$ cat config.mk
export PLATFORM = sky130hd
export DESIGN_NAME = efg_top
export DESIGN_NICKNAME = d
export VERILOG_FILES = /design/src/core/efg_pkg.sv /design/src/core/efg_top.sv /design/src/core/efg_buf.sv
export VERILOG_INCLUDE_DIRS = /design/src /design/src/core
export SDC_FILE = /design/constraint.sdc
export NUM_CORES = 1
export LEC_CHECK = 0
export BUFFER_PORTS_ARGS = -buffer_cell sky130_fd_sc_hd__buf_2
export CAP_MARGIN = 20
export CORE_ASPECT_RATIO = 0.9
export CORE_MARGIN = 4
export CORE_UTILIZATION = 48
export CTS_CLUSTER_DIAMETER = 40
export DETAILED_ROUTE_END_ITERATION = 16
export PLACE_DENSITY = 0.78
export SLEW_MARGIN = 10
export SYNTH_ARGS = -nofsm -noshare
export SYNTH_HDL_FRONTEND = slang
export SYNTH_SLANG_ARGS = --single-unit
$ cat constraint.sdc
create_clock -name aclk -period 2.66 [get_ports aclk]
set_clock_uncertainty 0.2 [all_clocks]
set_input_delay 0.532 -clock aclk [delete_from_list [all_inputs] [get_ports aclk]]
set_output_delay 0.532 -clock aclk [all_outputs]
set_load 0.03 [all_outputs]
$ cat src/core/efg_params.svh
`ifndef EFG_PARAMS_SVH
`define EFG_PARAMS_SVH

// register indices, byte address is four times the index
`define EFG_IDX_IRQ_EN      10'h06D
`define EFG_IDX_FLAGS       10'h06E
`define EFG_IDX_ERR_INJ     10'h06F
`define EFG_IDX_FMT_CTRL    10'h0F0

// event flag positions
`define EFG_FLG_BASIC       0
`define EFG_FLG_CRC_MF      1
`define EFG_FLG_SIG_MF      2
`define EFG_FLG_ALIGN       3
`define EFG_FLG_SUBMF       4
`define EFG_FLAG_W          5

// error injection positions
`define EFG_INJ_FAS1        0
`define EFG_INJ_FASALL      1
`define EFG_INJ_NFAS        2
`define EFG_INJ_CAS         3
`define EFG_INJ_CRCP        4
`define EFG_INJ_CRC         5
`define EFG_INJ_W           6

// format control fields
`define EFG_FMT_MODE_LSB    0
`define EFG_FMT_CAS         2

// reset values
`define EFG_RST_FLAGS       5'h00
`define EFG_RST_INJ         6'h00
`define EFG_RST_IRQ_EN      5'h00

// frame structure patterns
`define EFG_FAS_PAT         7'h1B
`define EFG_MFAS_PAT        6'h0B
`define EFG_CAS_PAT         4'h0
`define EFG_CRC_POLY        4'h3
`define EFG_TS_SIG          5'h10
`define EFG_MFAS_FRAMES     4'hC

// bus responses
`define EFG_RESP_OKAY       2'h0
`define EFG_RESP_SLVERR     2'h2

`endif

$ cat src/core/efg_pkg.sv
package efg_pkg;
  // multiframe format selected for generation
  typedef enum logic [1:0] {
    EFG_MF_BASIC,
    EFG_MF_CRC,
    EFG_MF_MOD_CRC
  } efg_mf_mode_t;
endpackage

$ cat src/core/efg_top.sv
// Summary of operation
// - flag sub-multiframe start entering generator
// - flag alignment word start entering generator
// - flag signaling multiframe start
// - flag CRC multiframe start
// - flag basic frame start
// - flags clear only on written one
// - rising request inverts four CRC bits
// - rising request inverts one CRC alignment pattern
// - rising request inverts one signaling alignment
// - rising request inverts one NFAS bit
// - rising request inverts whole seven-bit FAS
// - rising request inverts one FAS bit
// - request bits self-clear after inversion
// - request ignored unless its format generated
// - enabled flags drive the interrupt output
`timescale 1ns/100ps
`include "efg_params.svh"
module efg_top #(
  parameter int ADDR_W = 12
) (
  input  wire logic                  aclk,          // transmit clock
  input  wire logic                  aresetn,       // sync reset, low
  // axi4-lite slave
  input  wire logic [ADDR_W-1:0]     s_axi_awaddr,  // write address
  input  wire logic                  s_axi_awvalid, // write address valid
  output logic                       s_axi_awready, // write address ready
  input  wire logic [31:0]           s_axi_wdata,   // write data
  input  wire logic [3:0]            s_axi_wstrb,   // write strobes
  input  wire logic                  s_axi_wvalid,  // write data valid
  output logic                       s_axi_wready,  // write data ready
  output logic [1:0]                 s_axi_bresp,   // write response
  output logic                       s_axi_bvalid,  // write response valid
  input  wire logic                  s_axi_bready,  // write response ready
  input  wire logic [ADDR_W-1:0]     s_axi_araddr,  // read address
  input  wire logic                  s_axi_arvalid, // read address valid
  output logic                       s_axi_arready, // read address ready
  output logic [31:0]                s_axi_rdata,   // read data
  output logic [1:0]                 s_axi_rresp,   // read response
  output logic                       s_axi_rvalid,  // read data valid
  input  wire logic                  s_axi_rready,  // read data ready
  // backplane bit stream
  input  wire logic                  bp_valid,      // backplane bit valid
  input  wire logic                  bp_data,       // backplane bit
  output logic                       bp_ready,      // generator takes bit
  // framed stream toward line
  output logic                       line_valid,    // framed bit valid
  output logic                       line_data,     // framed bit
  input  wire logic                  line_ready,    // line takes bit
  // status
  output efg_pkg::efg_mf_mode_t      mf_mode,       // current format
  output logic                       irq            // shared interrupt
);
  import efg_pkg::*;

  initial begin
    if (ADDR_W < 12) $error("efg_top: ADDR_W must be at least 12");
  end

  // register state
  logic [`EFG_FLAG_W-1:0] flags;
  logic [`EFG_FLAG_W-1:0] irq_en;
  logic [`EFG_INJ_W-1:0]  inj_ctl;
  logic [`EFG_INJ_W-1:0]  inj_prev;
  logic                   cas_en;

  // bus write capture
  logic [9:0]             aw_idx;
  logic                   aw_got;
  logic [31:0]            w_data;
  logic                   w_lane0;
  logic                   w_got;

  // frame position counters
  logic [2:0]             bit_cnt;
  logic [4:0]             ts_cnt;
  logic [3:0]             frm_cnt;

  // crc state
  logic [3:0]             crc_acc;
  logic [3:0]             crc_tx;

  // injection state
  logic [`EFG_INJ_W-1:0]  inj_pend;
  logic [`EFG_INJ_W-1:0]  inj_act;

  // write decode
  wire wr_go        = aw_got & w_got & ~s_axi_bvalid;
  wire wsel_irq_en  = (aw_idx == `EFG_IDX_IRQ_EN);
  wire wsel_flags   = (aw_idx == `EFG_IDX_FLAGS);
  wire wsel_inj     = (aw_idx == `EFG_IDX_ERR_INJ);
  wire wsel_fmt     = (aw_idx == `EFG_IDX_FMT_CTRL);
  wire wsel_any     = wsel_irq_en | wsel_flags | wsel_inj | wsel_fmt;
  wire wr_lane      = wr_go & w_lane0;
  wire wr_irq_en    = wr_lane & wsel_irq_en;
  wire wr_flags     = wr_lane & wsel_flags;
  wire wr_inj       = wr_lane & wsel_inj;
  wire wr_fmt       = wr_lane & wsel_fmt;
  wire [1:0] wr_resp = wsel_any ? `EFG_RESP_OKAY : `EFG_RESP_SLVERR;

  // read decode
  wire [9:0] ar_idx     = s_axi_araddr[11:2];
  wire       rsel_irq   = (ar_idx == `EFG_IDX_IRQ_EN);
  wire       rsel_flags = (ar_idx == `EFG_IDX_FLAGS);
  wire       rsel_inj   = (ar_idx == `EFG_IDX_ERR_INJ);
  wire       rsel_fmt   = (ar_idx == `EFG_IDX_FMT_CTRL);
  wire       rsel_any   = rsel_irq | rsel_flags | rsel_inj | rsel_fmt;
  wire [31:0] rd_fmt    = {29'h0000000, cas_en, mf_mode};
  wire [31:0] rd_mux    = rsel_irq   ? {27'h0000000, irq_en}  :
                          rsel_flags ? {27'h0000000, flags}   :
                          rsel_inj   ? {26'h0000000, inj_ctl} :
                          rsel_fmt   ? rd_fmt                 : 32'h00000000;

  // format requested by a write
  wire [1:0] wr_mode_f = w_data[`EFG_FMT_MODE_LSB+:2];
  wire efg_mf_mode_t next_mode = (wr_mode_f == 2'h1) ? EFG_MF_CRC     :
                                 (wr_mode_f == 2'h2) ? EFG_MF_MOD_CRC :
                                                       EFG_MF_BASIC;

  // frame position decode
  wire take      = bp_valid & bp_ready;
  wire even_frm  = ~frm_cnt[0];
  wire in_ts0    = (ts_cnt == 5'h00);
  wire in_ts16   = (ts_cnt == `EFG_TS_SIG);
  wire first_bit = (bit_cnt == 3'h0);
  wire crc_on    = (mf_mode == EFG_MF_CRC) | (mf_mode == EFG_MF_MOD_CRC);
  wire mfas_on   = (mf_mode == EFG_MF_CRC);
  wire mf_head   = (frm_cnt == 4'h0);
  wire mfas_frm  = (frm_cnt < `EFG_MFAS_FRAMES);
  wire frm_start = take & in_ts0 & first_bit;
  wire smf_start = frm_start & (frm_cnt[2:0] == 3'h0);
  wire mf_start  = frm_start & mf_head;

  // field positions within the frame
  wire pos_si    = in_ts0 & even_frm & first_bit;
  wire pos_fas   = in_ts0 & even_frm & ~first_bit;
  wire pos_fas1  = pos_fas & (bit_cnt == 3'h1);
  wire pos_odd1  = in_ts0 & ~even_frm & first_bit;
  wire pos_nfas  = in_ts0 & ~even_frm & (bit_cnt == 3'h1);
  wire pos_cas   = cas_en & in_ts16 & mf_head & (bit_cnt < 3'h4);
  wire pos_crcp  = pos_odd1 & mfas_on & mfas_frm;
  wire pos_crc   = pos_si & crc_on;

  // generated overhead bits
  wire [3:0] crc_cur  = (frm_cnt[2:1] == 2'h0) ? crc_acc : crc_tx;
  wire [2:0] fas_ix   = 3'h7 - bit_cnt;
  wire [1:0] crc_ix   = 2'h3 - frm_cnt[2:1];
  wire [2:0] mfas_ix  = 3'h5 - frm_cnt[3:1];
  wire       fas_bit  = 1'(`EFG_FAS_PAT >> fas_ix);
  wire       crc_bit  = crc_cur[crc_ix];
  wire       mfas_bit = mfas_frm ? 1'(`EFG_MFAS_PAT >> mfas_ix) : 1'b1;
  wire [1:0] cas_ix   = bit_cnt[1:0];
  wire       cas_bit  = 1'(`EFG_CAS_PAT >> cas_ix);
  wire       base_bit = pos_si   ? (crc_on ? crc_bit : 1'b1)   :
                        pos_fas  ? fas_bit                     :
                        pos_odd1 ? (mfas_on ? mfas_bit : 1'b1) :
                        pos_nfas ? 1'b1                        :
                        pos_cas  ? cas_bit                     : bp_data;

  // single error inversion onto the transmitted bit
  wire inv_bit = (inj_act[`EFG_INJ_FAS1]   & pos_fas1) |
                 (inj_act[`EFG_INJ_FASALL] & pos_fas)  |
                 (inj_act[`EFG_INJ_NFAS]   & pos_nfas) |
                 (inj_act[`EFG_INJ_CAS]    & pos_cas)  |
                 (inj_act[`EFG_INJ_CRCP]   & pos_crcp) |
                 (inj_act[`EFG_INJ_CRC]    & pos_crc);
  wire out_bit = base_bit ^ inv_bit;
  wire crc_in  = pos_crc ? 1'b0 : out_bit;

  // boundary events as each first bit enters the generator
  wire [`EFG_FLAG_W-1:0] ev_set;
  assign ev_set[`EFG_FLG_BASIC]  = frm_start;
  assign ev_set[`EFG_FLG_ALIGN]  = take & pos_fas1;
  assign ev_set[`EFG_FLG_SUBMF]  = smf_start & crc_on;
  assign ev_set[`EFG_FLG_CRC_MF] = mf_start & crc_on;
  assign ev_set[`EFG_FLG_SIG_MF] = mf_start & cas_en;

  // set wins over a written one in the same cycle
  wire [`EFG_FLAG_W-1:0] flag_clr   = wr_flags ? w_data[`EFG_FLAG_W-1:0] : '0;
  wire [`EFG_FLAG_W-1:0] next_flags = (flags & ~flag_clr) | ev_set;

  // per-request start points and format gates
  wire [`EFG_INJ_W-1:0] inj_start;
  wire [`EFG_INJ_W-1:0] inj_fmt_ok;
  assign inj_start[`EFG_INJ_FAS1]    = frm_start & even_frm;
  assign inj_start[`EFG_INJ_FASALL]  = frm_start & even_frm;
  assign inj_start[`EFG_INJ_NFAS]    = frm_start & ~even_frm;
  assign inj_start[`EFG_INJ_CAS]     = mf_start;
  assign inj_start[`EFG_INJ_CRCP]    = mf_start;
  assign inj_start[`EFG_INJ_CRC]     = smf_start;
  assign inj_fmt_ok[`EFG_INJ_FAS1]   = 1'b1;
  assign inj_fmt_ok[`EFG_INJ_FASALL] = 1'b1;
  assign inj_fmt_ok[`EFG_INJ_NFAS]   = 1'b1;
  assign inj_fmt_ok[`EFG_INJ_CAS]    = cas_en;
  assign inj_fmt_ok[`EFG_INJ_CRCP]   = mfas_on;
  assign inj_fmt_ok[`EFG_INJ_CRC]    = crc_on;

  logic [`EFG_INJ_W-1:0] inj_rise;
  logic [`EFG_INJ_W-1:0] inj_done;
  logic [`EFG_INJ_W-1:0] next_pend;
  logic [`EFG_INJ_W-1:0] next_act;

  // request edge tracking, one lane per injection type
  genvar gi;
  generate
    for (gi = 0; gi < `EFG_INJ_W; gi = gi + 1) begin : g_inj
      wire ok = inj_fmt_ok[gi];
      assign inj_rise[gi]  = inj_ctl[gi] & ~inj_prev[gi] & ok;
      assign inj_done[gi]  = (inj_start[gi] & inj_act[gi]) |
                             (inj_ctl[gi] & ~ok);
      assign next_pend[gi] = ok & ~inj_start[gi] & (inj_pend[gi] | inj_rise[gi]);
      assign next_act[gi]  = ok & (inj_start[gi] ? (inj_pend[gi] | inj_rise[gi])
                                                 : inj_act[gi]);
    end
  endgenerate

  // software value, then self-clear once a lane finishes
  wire [`EFG_INJ_W-1:0] inj_wr_val = wr_inj ? w_data[`EFG_INJ_W-1:0] : inj_ctl;
  wire [`EFG_INJ_W-1:0] next_inj   = inj_wr_val & ~inj_done;

  // crc-4 step, msb first
  function automatic logic [3:0] crc_step(input logic [3:0] acc, input logic b);
    logic fb;
    fb = acc[3] ^ b;
    crc_step = {acc[2:0], 1'b0} ^ (fb ? `EFG_CRC_POLY : 4'h0);
  endfunction

  // two-entry buffer toward the line
  efg_buf #(
    .WIDTH     (1)
  ) u_buf (
    .aclk      (aclk),
    .aresetn   (aresetn),
    .in_valid  (bp_valid),
    .in_data   (out_bit),
    .in_ready  (bp_ready),
    .out_valid (line_valid),
    .out_data  (line_data),
    .out_ready (line_ready)
  );

  // write address and data capture, either order
  always_ff @(posedge aclk) begin
    if (!aresetn) begin
      s_axi_awready <= 1'b1;
      s_axi_wready  <= 1'b1;
      s_axi_bvalid  <= 1'b0;
      s_axi_bresp   <= `EFG_RESP_OKAY;
      aw_got        <= 1'b0;
      w_got         <= 1'b0;
      aw_idx        <= 10'h000;
      w_data        <= 32'h00000000;
      w_lane0       <= 1'b0;
    end else begin
      if (s_axi_awvalid && s_axi_awready) begin
        aw_idx        <= s_axi_awaddr[11:2];
        aw_got        <= 1'b1;
        s_axi_awready <= 1'b0;
      end
      if (s_axi_wvalid && s_axi_wready) begin
        w_data       <= s_axi_wdata;
        w_lane0      <= s_axi_wstrb[0];
        w_got        <= 1'b1;
        s_axi_wready <= 1'b0;
      end
      if (wr_go) begin
        s_axi_bvalid <= 1'b1;
        s_axi_bresp  <= wr_resp;
        aw_got       <= 1'b0;
        w_got        <= 1'b0;
      end
      if (s_axi_bvalid && s_axi_bready) begin
        s_axi_bvalid  <= 1'b0;
        s_axi_awready <= 1'b1;
        s_axi_wready  <= 1'b1;
      end
    end
  end

  // read channel, one cycle after address
  always_ff @(posedge aclk) begin
    if (!aresetn) begin
      s_axi_arready <= 1'b1;
      s_axi_rvalid  <= 1'b0;
      s_axi_rdata   <= 32'h00000000;
      s_axi_rresp   <= `EFG_RESP_OKAY;
    end else if (s_axi_arvalid && s_axi_arready) begin
      s_axi_arready <= 1'b0;
      s_axi_rvalid  <= 1'b1;
      s_axi_rdata   <= rd_mux;
      s_axi_rresp   <= rsel_any ? `EFG_RESP_OKAY : `EFG_RESP_SLVERR;
    end else if (s_axi_rvalid && s_axi_rready) begin
      s_axi_rvalid  <= 1'b0;
      s_axi_arready <= 1'b1;
    end
  end

  // control and status registers
  always_ff @(posedge aclk) begin
    if (!aresetn) begin
      flags    <= `EFG_RST_FLAGS;
      irq_en   <= `EFG_RST_IRQ_EN;
      inj_ctl  <= `EFG_RST_INJ;
      inj_prev <= `EFG_RST_INJ;
      mf_mode  <= EFG_MF_BASIC;
      cas_en   <= 1'b0;
    end else begin
      flags    <= next_flags;
      inj_ctl  <= next_inj;
      inj_prev <= inj_ctl;
      if (wr_irq_en) irq_en <= w_data[`EFG_FLAG_W-1:0];
      if (wr_fmt) begin
        mf_mode <= next_mode;
        cas_en  <= w_data[`EFG_FMT_CAS];
      end
    end
  end

  // interrupt from enabled flags
  always_ff @(posedge aclk) begin
    if (!aresetn) begin
      irq <= 1'b0;
    end else begin
      irq <= |(flags & irq_en);
    end
  end

  // injection lanes
  always_ff @(posedge aclk) begin
    if (!aresetn) begin
      inj_pend <= '0;
      inj_act  <= '0;
    end else begin
      inj_pend <= next_pend;
      inj_act  <= next_act;
    end
  end

  // bit, timeslot and frame counters advance per accepted bit
  always_ff @(posedge aclk) begin
    if (!aresetn) begin
      bit_cnt <= 3'h0;
      ts_cnt  <= 5'h00;
      frm_cnt <= 4'h0;
    end else if (take) begin
      bit_cnt <= bit_cnt + 3'h1;
      if (bit_cnt == 3'h7) begin
        ts_cnt <= ts_cnt + 5'h01;
        if (ts_cnt == 5'h1F) frm_cnt <= frm_cnt + 4'h1;
      end
    end
  end

  // crc over each sub-multiframe, latched at its end
  always_ff @(posedge aclk) begin
    if (!aresetn) begin
      crc_acc <= 4'h0;
      crc_tx  <= 4'h0;
    end else if (take) begin
      if (smf_start) begin
        crc_tx  <= crc_acc;
        crc_acc <= crc_step(4'h0, crc_in);
      end else begin
        crc_acc <= crc_step(crc_acc, crc_in);
      end
    end
  end
endmodule

$ cat src/core/efg_buf.sv
`timescale 1ns/100ps
module efg_buf #(
  parameter int WIDTH = 1
) (
  input  wire logic             aclk,      // clock
  input  wire logic             aresetn,   // sync reset, low
  input  wire logic             in_valid,  // write side valid
  input  wire logic [WIDTH-1:0] in_data,   // write side data
  output logic                  in_ready,  // room for a word
  output logic                  out_valid, // head word present
  output logic      [WIDTH-1:0] out_data,  // head word
  input  wire logic             out_ready  // reader takes head
);
  logic [WIDTH-1:0] slot1;
  logic             full1;
  logic [WIDTH-1:0] next_head;
  logic [WIDTH-1:0] next_slot1;
  logic             next_valid;
  logic             next_full1;
  wire              push = in_valid & in_ready;
  wire              pop  = out_valid & out_ready;

  initial begin
    if (WIDTH < 1) $error("efg_buf: WIDTH must be at least 1");
  end

  // two-slot shift: pop moves slot1 forward, push fills first free
  always_comb begin
    next_head  = out_data;
    next_slot1 = slot1;
    next_valid = out_valid;
    next_full1 = full1;
    if (pop) begin
      next_head  = slot1;
      next_valid = full1;
      next_full1 = 1'b0;
    end
    if (push) begin
      if (!next_valid) begin
        next_head  = in_data;
        next_valid = 1'b1;
      end else begin
        next_slot1 = in_data;
        next_full1 = 1'b1;
      end
    end
  end

  // storage and registered ready
  always_ff @(posedge aclk) begin
    if (!aresetn) begin
      out_data  <= '0;
      slot1     <= '0;
      out_valid <= 1'b0;
      full1     <= 1'b0;
      in_ready  <= 1'b1;
    end else begin
      out_data  <= next_head;
      slot1     <= next_slot1;
      out_valid <= next_valid;
      full1     <= next_full1;
      in_ready  <= ~next_full1;
    end
  end
endmodule

==> results of run 1 <==
==> cell usage after synthesis, drive strengths merged, types with 2 or more instances <==
cell type  number
a211o           2
nor2           53
nor3           11
and2           11
nand3          17
nand4           6
xnor2           6
nand2          66
buf            32
a221oi          2
mux2i          18
ha             11
nand4b          2
a31oi           3
mux2            5
nand3b          3
nor4bb          2
clkbuf         19
nor2b           3
xor2            3
nand2b          4
and3            8
nor4b           2
a211oi          9
nor3b           3
or3b            2
dfxtp          94
or3             3
a221o           3
a22oi           2
and3b           2
a21oi          48
nor4            3
a222oi          4
o21ai          10
inv            27
==> layout make-up <==
cell class                 instances  area [sq um]  share of cell area, %
clock buffer                      12           155                   3.16
tap                              119           149                   3.03
sequential                        94          1880                   38.3
clock inverter                     4          52.6                   1.07
multi-input combinational        369          2210                   45.0
timing repair buffer              65           363                   7.38
inverter                          28           105                   2.14
==> state kept, by name (all words and copies together), names as in the netlist, 5 cells and up <==
register,flops
aw_idx,10
inj_prev,6
s_axi_rdata,6
ts_cnt,5
w_data,6
irq_en,5
inj_act,6
flags,5
inj_pend,6
inj_ctl,6
==> per-layer routing <==
| layer | GRT usage [%] | vias up | part of all wire, % |
|---|---|---|---|
| li1 | - | 1827 | - |
| met1 | 24.0 | 1714 | 45 |
| met2 | 29.3 | 107 | 48 |
| met3 | 4.26 | 10 | 5.9 |
| met4 | 6.21 | 0 | 1.4 |
| met5 | 0 | - | 0 |
==> power by group <==
part | internal (uW) | total, uW | switching [uW] | leakage, uW
clock | 490 | 988 | 498 | 0.000107
sequential | 1460 | 1510 | 48.2 | 0.000765
combinational | 136 | 390 | 254 | 0.00120
==> worst max path at each step <==
stage | start | to
floorplan | frm_cnt[0] | crc_acc[1]
global placement | frm_cnt[2] | crc_acc[1]
detailed placement | bit_cnt[0] | crc_acc[1]
CTS | bit_cnt[0] | crc_acc[1]
global route | frm_cnt[2] | u_buf.slot1
finish | bit_cnt[0] | crc_acc[1]
==> what timing repair did <==
action                     CTS  global route
resized for setup            0             1
hold buffers                 0             0
setup endpoints to repair    0             2
==> through the flow <==
stage	utilization (%)	total power (uW)	area (sq um)	hold slack (ns)	setup WS [ns]
global route	56.3	3010	4920	0.196	0.101
detailed placement	53.9	1930	4700	0.255	0.221
CTS	56.3	2910	4910	0.174	0.197
global placement	53.9	1910	4700	0.244	0.278
finish	56.3	2890	4920	0.192	0.195
floorplan	-	1850	4490	0.224	0.0396
==> cells by family after synthesis <==
logic type | Yosys count | share of synthesized area, %
other | 1 | 0.0854
adders and majority gates | 11 | 3.13
and+or+nand+nor | 205 | 23.2
buffers and inverters | 79 | 9.26
muxes | 24 | 5.90
xor gates and xnor gates | 9 | 1.79
DFF | 94 | 42.8
AOI/OAI and AO/OA | 92 | 13.8
==> critical path: stages (launching register included) <==
cell and delay (ns):
dfxtp_1 0.45, inv_1 0.07, ha_1 0.24, nor2b_2 0.21
and2_1 0.20, a32o_1 0.24, or3_4 0.43, a211o_1 0.31
nand3_1 0.07
==> results.md, run 1 <==
* Final period util at 92.7%
* Synth cell types at 60
* Worst-margin pin slew at 0.626 ns
* Worst Setup Start Kind: flip-flop
* Hold Path Origin: s_axi_awvalid
* Synth top area share at 42.8%
* Initial Utilization at 50.3%
* VDD IR max at 0.329 mV
* Std cell rows at 32
* Status: complete, no violations
* Cell taking the most area after synthesis: dfxtp_1
* Port bufs at 55
* Setup violators final at 0
* Detailed Route Iter0 Violations at 217
* Reg-to-reg startpoint: bit_cnt[0]
* Fin Setup TNS at 0 ns
* Share of layout cells above drive strength 1 at 17.1%
* Ports at 117
* Core ar. at 0.00873 sq mm
* Sink Count at 94
* Yosys warning count at 0
* Final WL at 9620 um
* Placer Congestion at 0.835
* Asr flop ratio synth at 0%
* Die Width at 109 um
* Register-to-Register Path Depth at 8
* Setup Fix Bufs, Post-CTS at 0
* RSZ-0062 raised after global routing: false
* Antenna violations before repair at 0
* H-tree levels at 3
* Layout Cells excl Fill at 691
* # DRC at 0
* Mean routed wirelength per cell at 13.9 um
* EDFF count, synth at 0
* Later-pin clock latency in the skew report at 0.36 ns
* Worst-path fanout max at 5
* Reg2Reg Setup Slack at 0.20 ns
* Die Area at 0.0107 sq mm
* Max-Cap Viols at 0
* Worst Path Arrival at 2.57 ns
* CTS tree: built
* Filler instances at 813
* Clock slew at reported path FFs at 0.09 ns
* Via density per instance at 5.29
* Largest cells by area after synthesis: dfxtp_1, nand2_1, a21oi_1
* Worst setup EP type: flip-flop
* Total track usage at 18.2%
* HP Class: input port to flip-flop
* Max-slew violation count at 0
* Mapped Cells at 515
* Synth Cell Area at 0.00439 sq mm
* Most common cell after layout, fill and taps aside: dfxtp_1
* Fin nets at 648
* First-pass GRT wire length at 15,800 um
* Register area share after synthesis at 42.8%
* Vias in the first global route at 3,421
* R2R Path End: crc_acc[1]
* Gr ovfl total at 0
* Most frequent cells in the layout: dfxtp_1, nand2_1, buf_2
* Max-Slew Margin vs Limit at 58.1%
* Routed via count at 3,658
* Yosys reg bits at 94
* Setup CP Type: flip-flop to flip-flop
* Largest net degree at the start of global routing at 60
* Syn Area/Cell at 8.53 sq um
* Die Span Y at 98.7 um
* TritonCTS buffer count at 9
* DR pass1 iterations at 5
* Fmax at 406 MHz
* Ant diodes at 0
* CP required at 2.77 ns
* Largest buffer count on any clock path at 2
* Placed cells at 675
* Worst Hold End: s_axi_awready
* Pwr Density at 587 mW/mm^2
* Final ANT Viol Nets at 0
* Final min period at 2.46 ns
* Syn-to-layout area delta at 12.0%
* Root buffer cell: clkbuf_8
* Hold Path Stages at 2
* Synth Flop Type: dfxtp_1
* Final Hold Viols at 0
* Leakage power at 0.00207 uW
* Hpwl dp at 7000 um
No activity file was read; power rests on OpenSTA's default activity.
==> inputs of run 2 (changes only) <==
- CORE_ASPECT_RATIO: 0.9 -> unset
==> run 2 against run 1 <==
Net effect:
- cell area is 0.25% lower
- die area is essentially flat
- combinational power about the same
- first-iteration DRC count is 23% lower
- fmax is 1.1% higher
- clock-buffer cell count is 2 lower
- worst hold slack got worse by 0.019 ns
- setup slack improved by 0.028 ns
- register-to-register slack improved by 0.03 ns
- via count down 0.46%
- global-route usage down 0.77 points
- critical path depth unchanged
- critical endpoint unchanged
==> results.md, run 2 (synthesized netlist as in run 1, its figures left out) <==
* Setup violators final at 0 (unchanged)
* Placed cell area at 0.00469 sq mm (-0.29%)
* Port bufs at 55 (unchanged)
* Std cell rows at 34 (+6.3%)
* RSZ-0062 raised after global routing: false
* Hpwl dp at 6960 um (-0.61%)
* Worst setup EP type: flip-flop
* Sink Count at 94 (unchanged)
* Sequential Power Share at 51.8% (-0.5 points)
* Final Hold Viols at 0 (unchanged)
* Worst-margin pin slew at 0.630 ns (+0.00466 ns)
* HP Class: input port to flip-flop
* Fin nets at 648 (unchanged)
* Core ar. at 0.00881 sq mm (+0.89%)
* Clock slew at reported path FFs at 0.10 ns (about the same)
* Syn-to-layout area delta at 11.7%
* Crit. Startpoint: bit_cnt[0]
* Die Width at 104 um (-4.8%)
* Crit path depth at 8 (unchanged)
* Pwr Density at 593 mW/mm^2 (+1.1%)
* Max-Slew Margin vs Limit at 57.4% (-0.72 points)
* Most frequent cells in the layout: dfxtp_1, nand2_1, buf_2
* Root buffer cell: clkbuf_8
* Final WL at 9440 um (-1.9%)
* Status: complete, no violations
* Final period util at 91.6% (-1.0 points)
* Die Span Y at 104 um (+5.0%)
* Ports at 117 (unchanged)
* Filler instances at 798 (-1.8%)
* Hold_buf cts at 0 (unchanged)
* Setup CP Type: flip-flop to flip-flop
* Leakage power at 0.00207 uW (-0.11%)
* Clock Power Share at 34.9% (+0.7 points)
* Fmax at 410 MHz (+1.1%)
* Final min period at 2.44 ns (-0.0278 ns)
* Final hold slack at 0.173 ns (-0.0188 ns)
* Switch Pwr at 837 uW (+4.6%)
* TritonCTS buffer count at 9 (unchanged)
* Fin util at 55.7% (-0.64 points)
* Vias in the first global route at 3,548 (+3.7%)
* Ant diodes at 0 (unchanged)
* Cell Chain, Critical Path: inv_1 > ha_1 > nor2b_2 > and2_1 > a32o_1 > or3_4 > a211o_1 > nand3_1
* DR pass1 iterations at 4 (-1)
* CP required at 2.78 ns (about the same)
* Share of layout cells above drive strength 1 at 17.1% (unchanged)
* CP peak stage delay at 0.45 ns (about the same)
* Initial Utilization at 49.9% (-0.44 points)
* Combinational power share at 13.3% (-0.2 points)
* Antenna violations before repair at 0 (unchanged)
* H-tree levels at 3 (unchanged)
* Placer Congestion at 0.833 (-0.29%)
* Crit path to: crc_acc[1]
* Worst-path fanout max at 5 (unchanged)
* Later-pin clock latency in the skew report at 0.37 ns (about the same)
* Setup Fix Bufs, Post-CTS at 0 (unchanged)
* Largest delay share family, worst path: simple AND/OR/NAND/NOR gates
* Largest buffer count on any clock path at 2 (unchanged)
* Final ANT Viol Nets at 0 (unchanged)
* Via density per instance at 5.35 (+1.1%)
* Fin area at 0.00490 sq mm (-0.25%)
* Worst path slowest cell: dfxtp_1
* R2R Path End: crc_acc[1]
* Max FFs per register at 10 (unchanged)
* Detailed Route Iter0 Violations at 168 (-23%)
* Reg-to-reg startpoint: bit_cnt[0]
* Setup WS pre-CTS at 0.235 ns (+0.0140 ns)
* Max-slew violation count at 0 (unchanged)
* Most common cell after layout, fill and taps aside: dfxtp_1
* Biggest register: aw_idx
* Gr ovfl total at 0 (unchanged)
* Worst Path Arrival at 2.55 ns (-0.02 ns)
* # DRC at 0 (unchanged)
* VDD IR max at 0.356 mV (+7.9%)
* Mean routed wirelength per cell at 13.9 um (-0.32%)
* Reg2Reg Setup Slack at 0.22 ns (+0.03 ns)
* Routed via count at 3,641 (-0.46%)
* Final worst setup slack at 0.223 ns (+0.0278 ns)
* First-pass GRT wire length at 16,100 um (+1.4%)
* Largest net degree at the start of global routing at 70 (+17%)
* Worst Setup Start Kind: flip-flop
* Register-to-Register Path Depth at 8 (unchanged)
* CTS tree: built
* # resized after CTS at 0 (unchanged)
* Total track usage at 17.5% (-0.77 points)
* Die Area at 0.0107 sq mm (about the same)
* Fin Setup TNS at 0 ns (unchanged)
* Sw frac at 28.8% (+1.0 points)
* Max-Cap Viols at 0 (unchanged)
* Power Internal at 2070 uW (-0.63%)
* CP Buf/Inv Count at 1 (unchanged)
## run 2: changes by cell type in the layout (fill, tap and decap cells not counted), sizes merged
cell | previous run | this run
clkbuf | 12 | 10
clkinv | 3 | 2
clkinvlp | 0 | 1
inv | 28 | 30
## run 2: how the worst min path moves through the flow
| stage | startpoint | cells past startpoint | to |
|---|---|---|---|
| final | s_axi_awvalid | 2 | s_axi_awready |
| after detailed placement | s_axi_rdata[5] | 2 | s_axi_rdata[5] |
| after global placement | s_axi_rdata[5] | 2 | s_axi_rdata[5] |
| after CTS | s_axi_awvalid | 2 | s_axi_awready |
| after floorplan | inj_pend[0] | 2 | inj_pend[0] |
| after global routing | s_axi_awvalid | 2 | s_axi_awready |
## run 2: area by class of cell
class | instances | area [sq um] | area share, %
clock buffer | 10 | 138 | 2.81
sequential | 94 | 1880 | 38.4
multi-input combinational | 369 | 2200 | 44.9
timing repair buffer | 65 | 363 | 7.40
clock inverter | 6 | 77.6 | 1.58
tap | 108 | 135 | 2.76
inverter | 28 | 105 | 2.14
## run 2: metrics by stage
stage	power (uW)	cells
5_1_grt	3040	680
6_report	2910	680
3_3_place_gp	1910	664
3_5_place_dp	1930	664
2_1_floorplan	1850	542
4_1_cts	2930	680
## run 2: power groups by stage
stage | Combinational, uW | Sequential (uW) | Clock [uW]
floorplan | 290 | 1560 | 0
global placement | 375 | 1540 | 0
detailed placement | 386 | 1540 | 0
CTS | 387 | 1510 | 1030
global route | 425 | 1520 | 1100
finish | 387 | 1510 | 1020
## run 2: routing by layer
metal	routed length (um)	GRT usage (%)
met1	4280	21.9
met2	4590	30.2
met3	439	2.92
met4	135	6.36
met5	0	0
## run 2: worst register-to-register path: stages, from the launching register on
cell and delay (ns):
dfxtp_1 0.45, inv_1 0.07, ha_1 0.24, nor2b_2 0.20, and2_1 0.19, a32o_1 0.24, or3_4 0.43, a211o_1 0.31
nand3_1 0.06
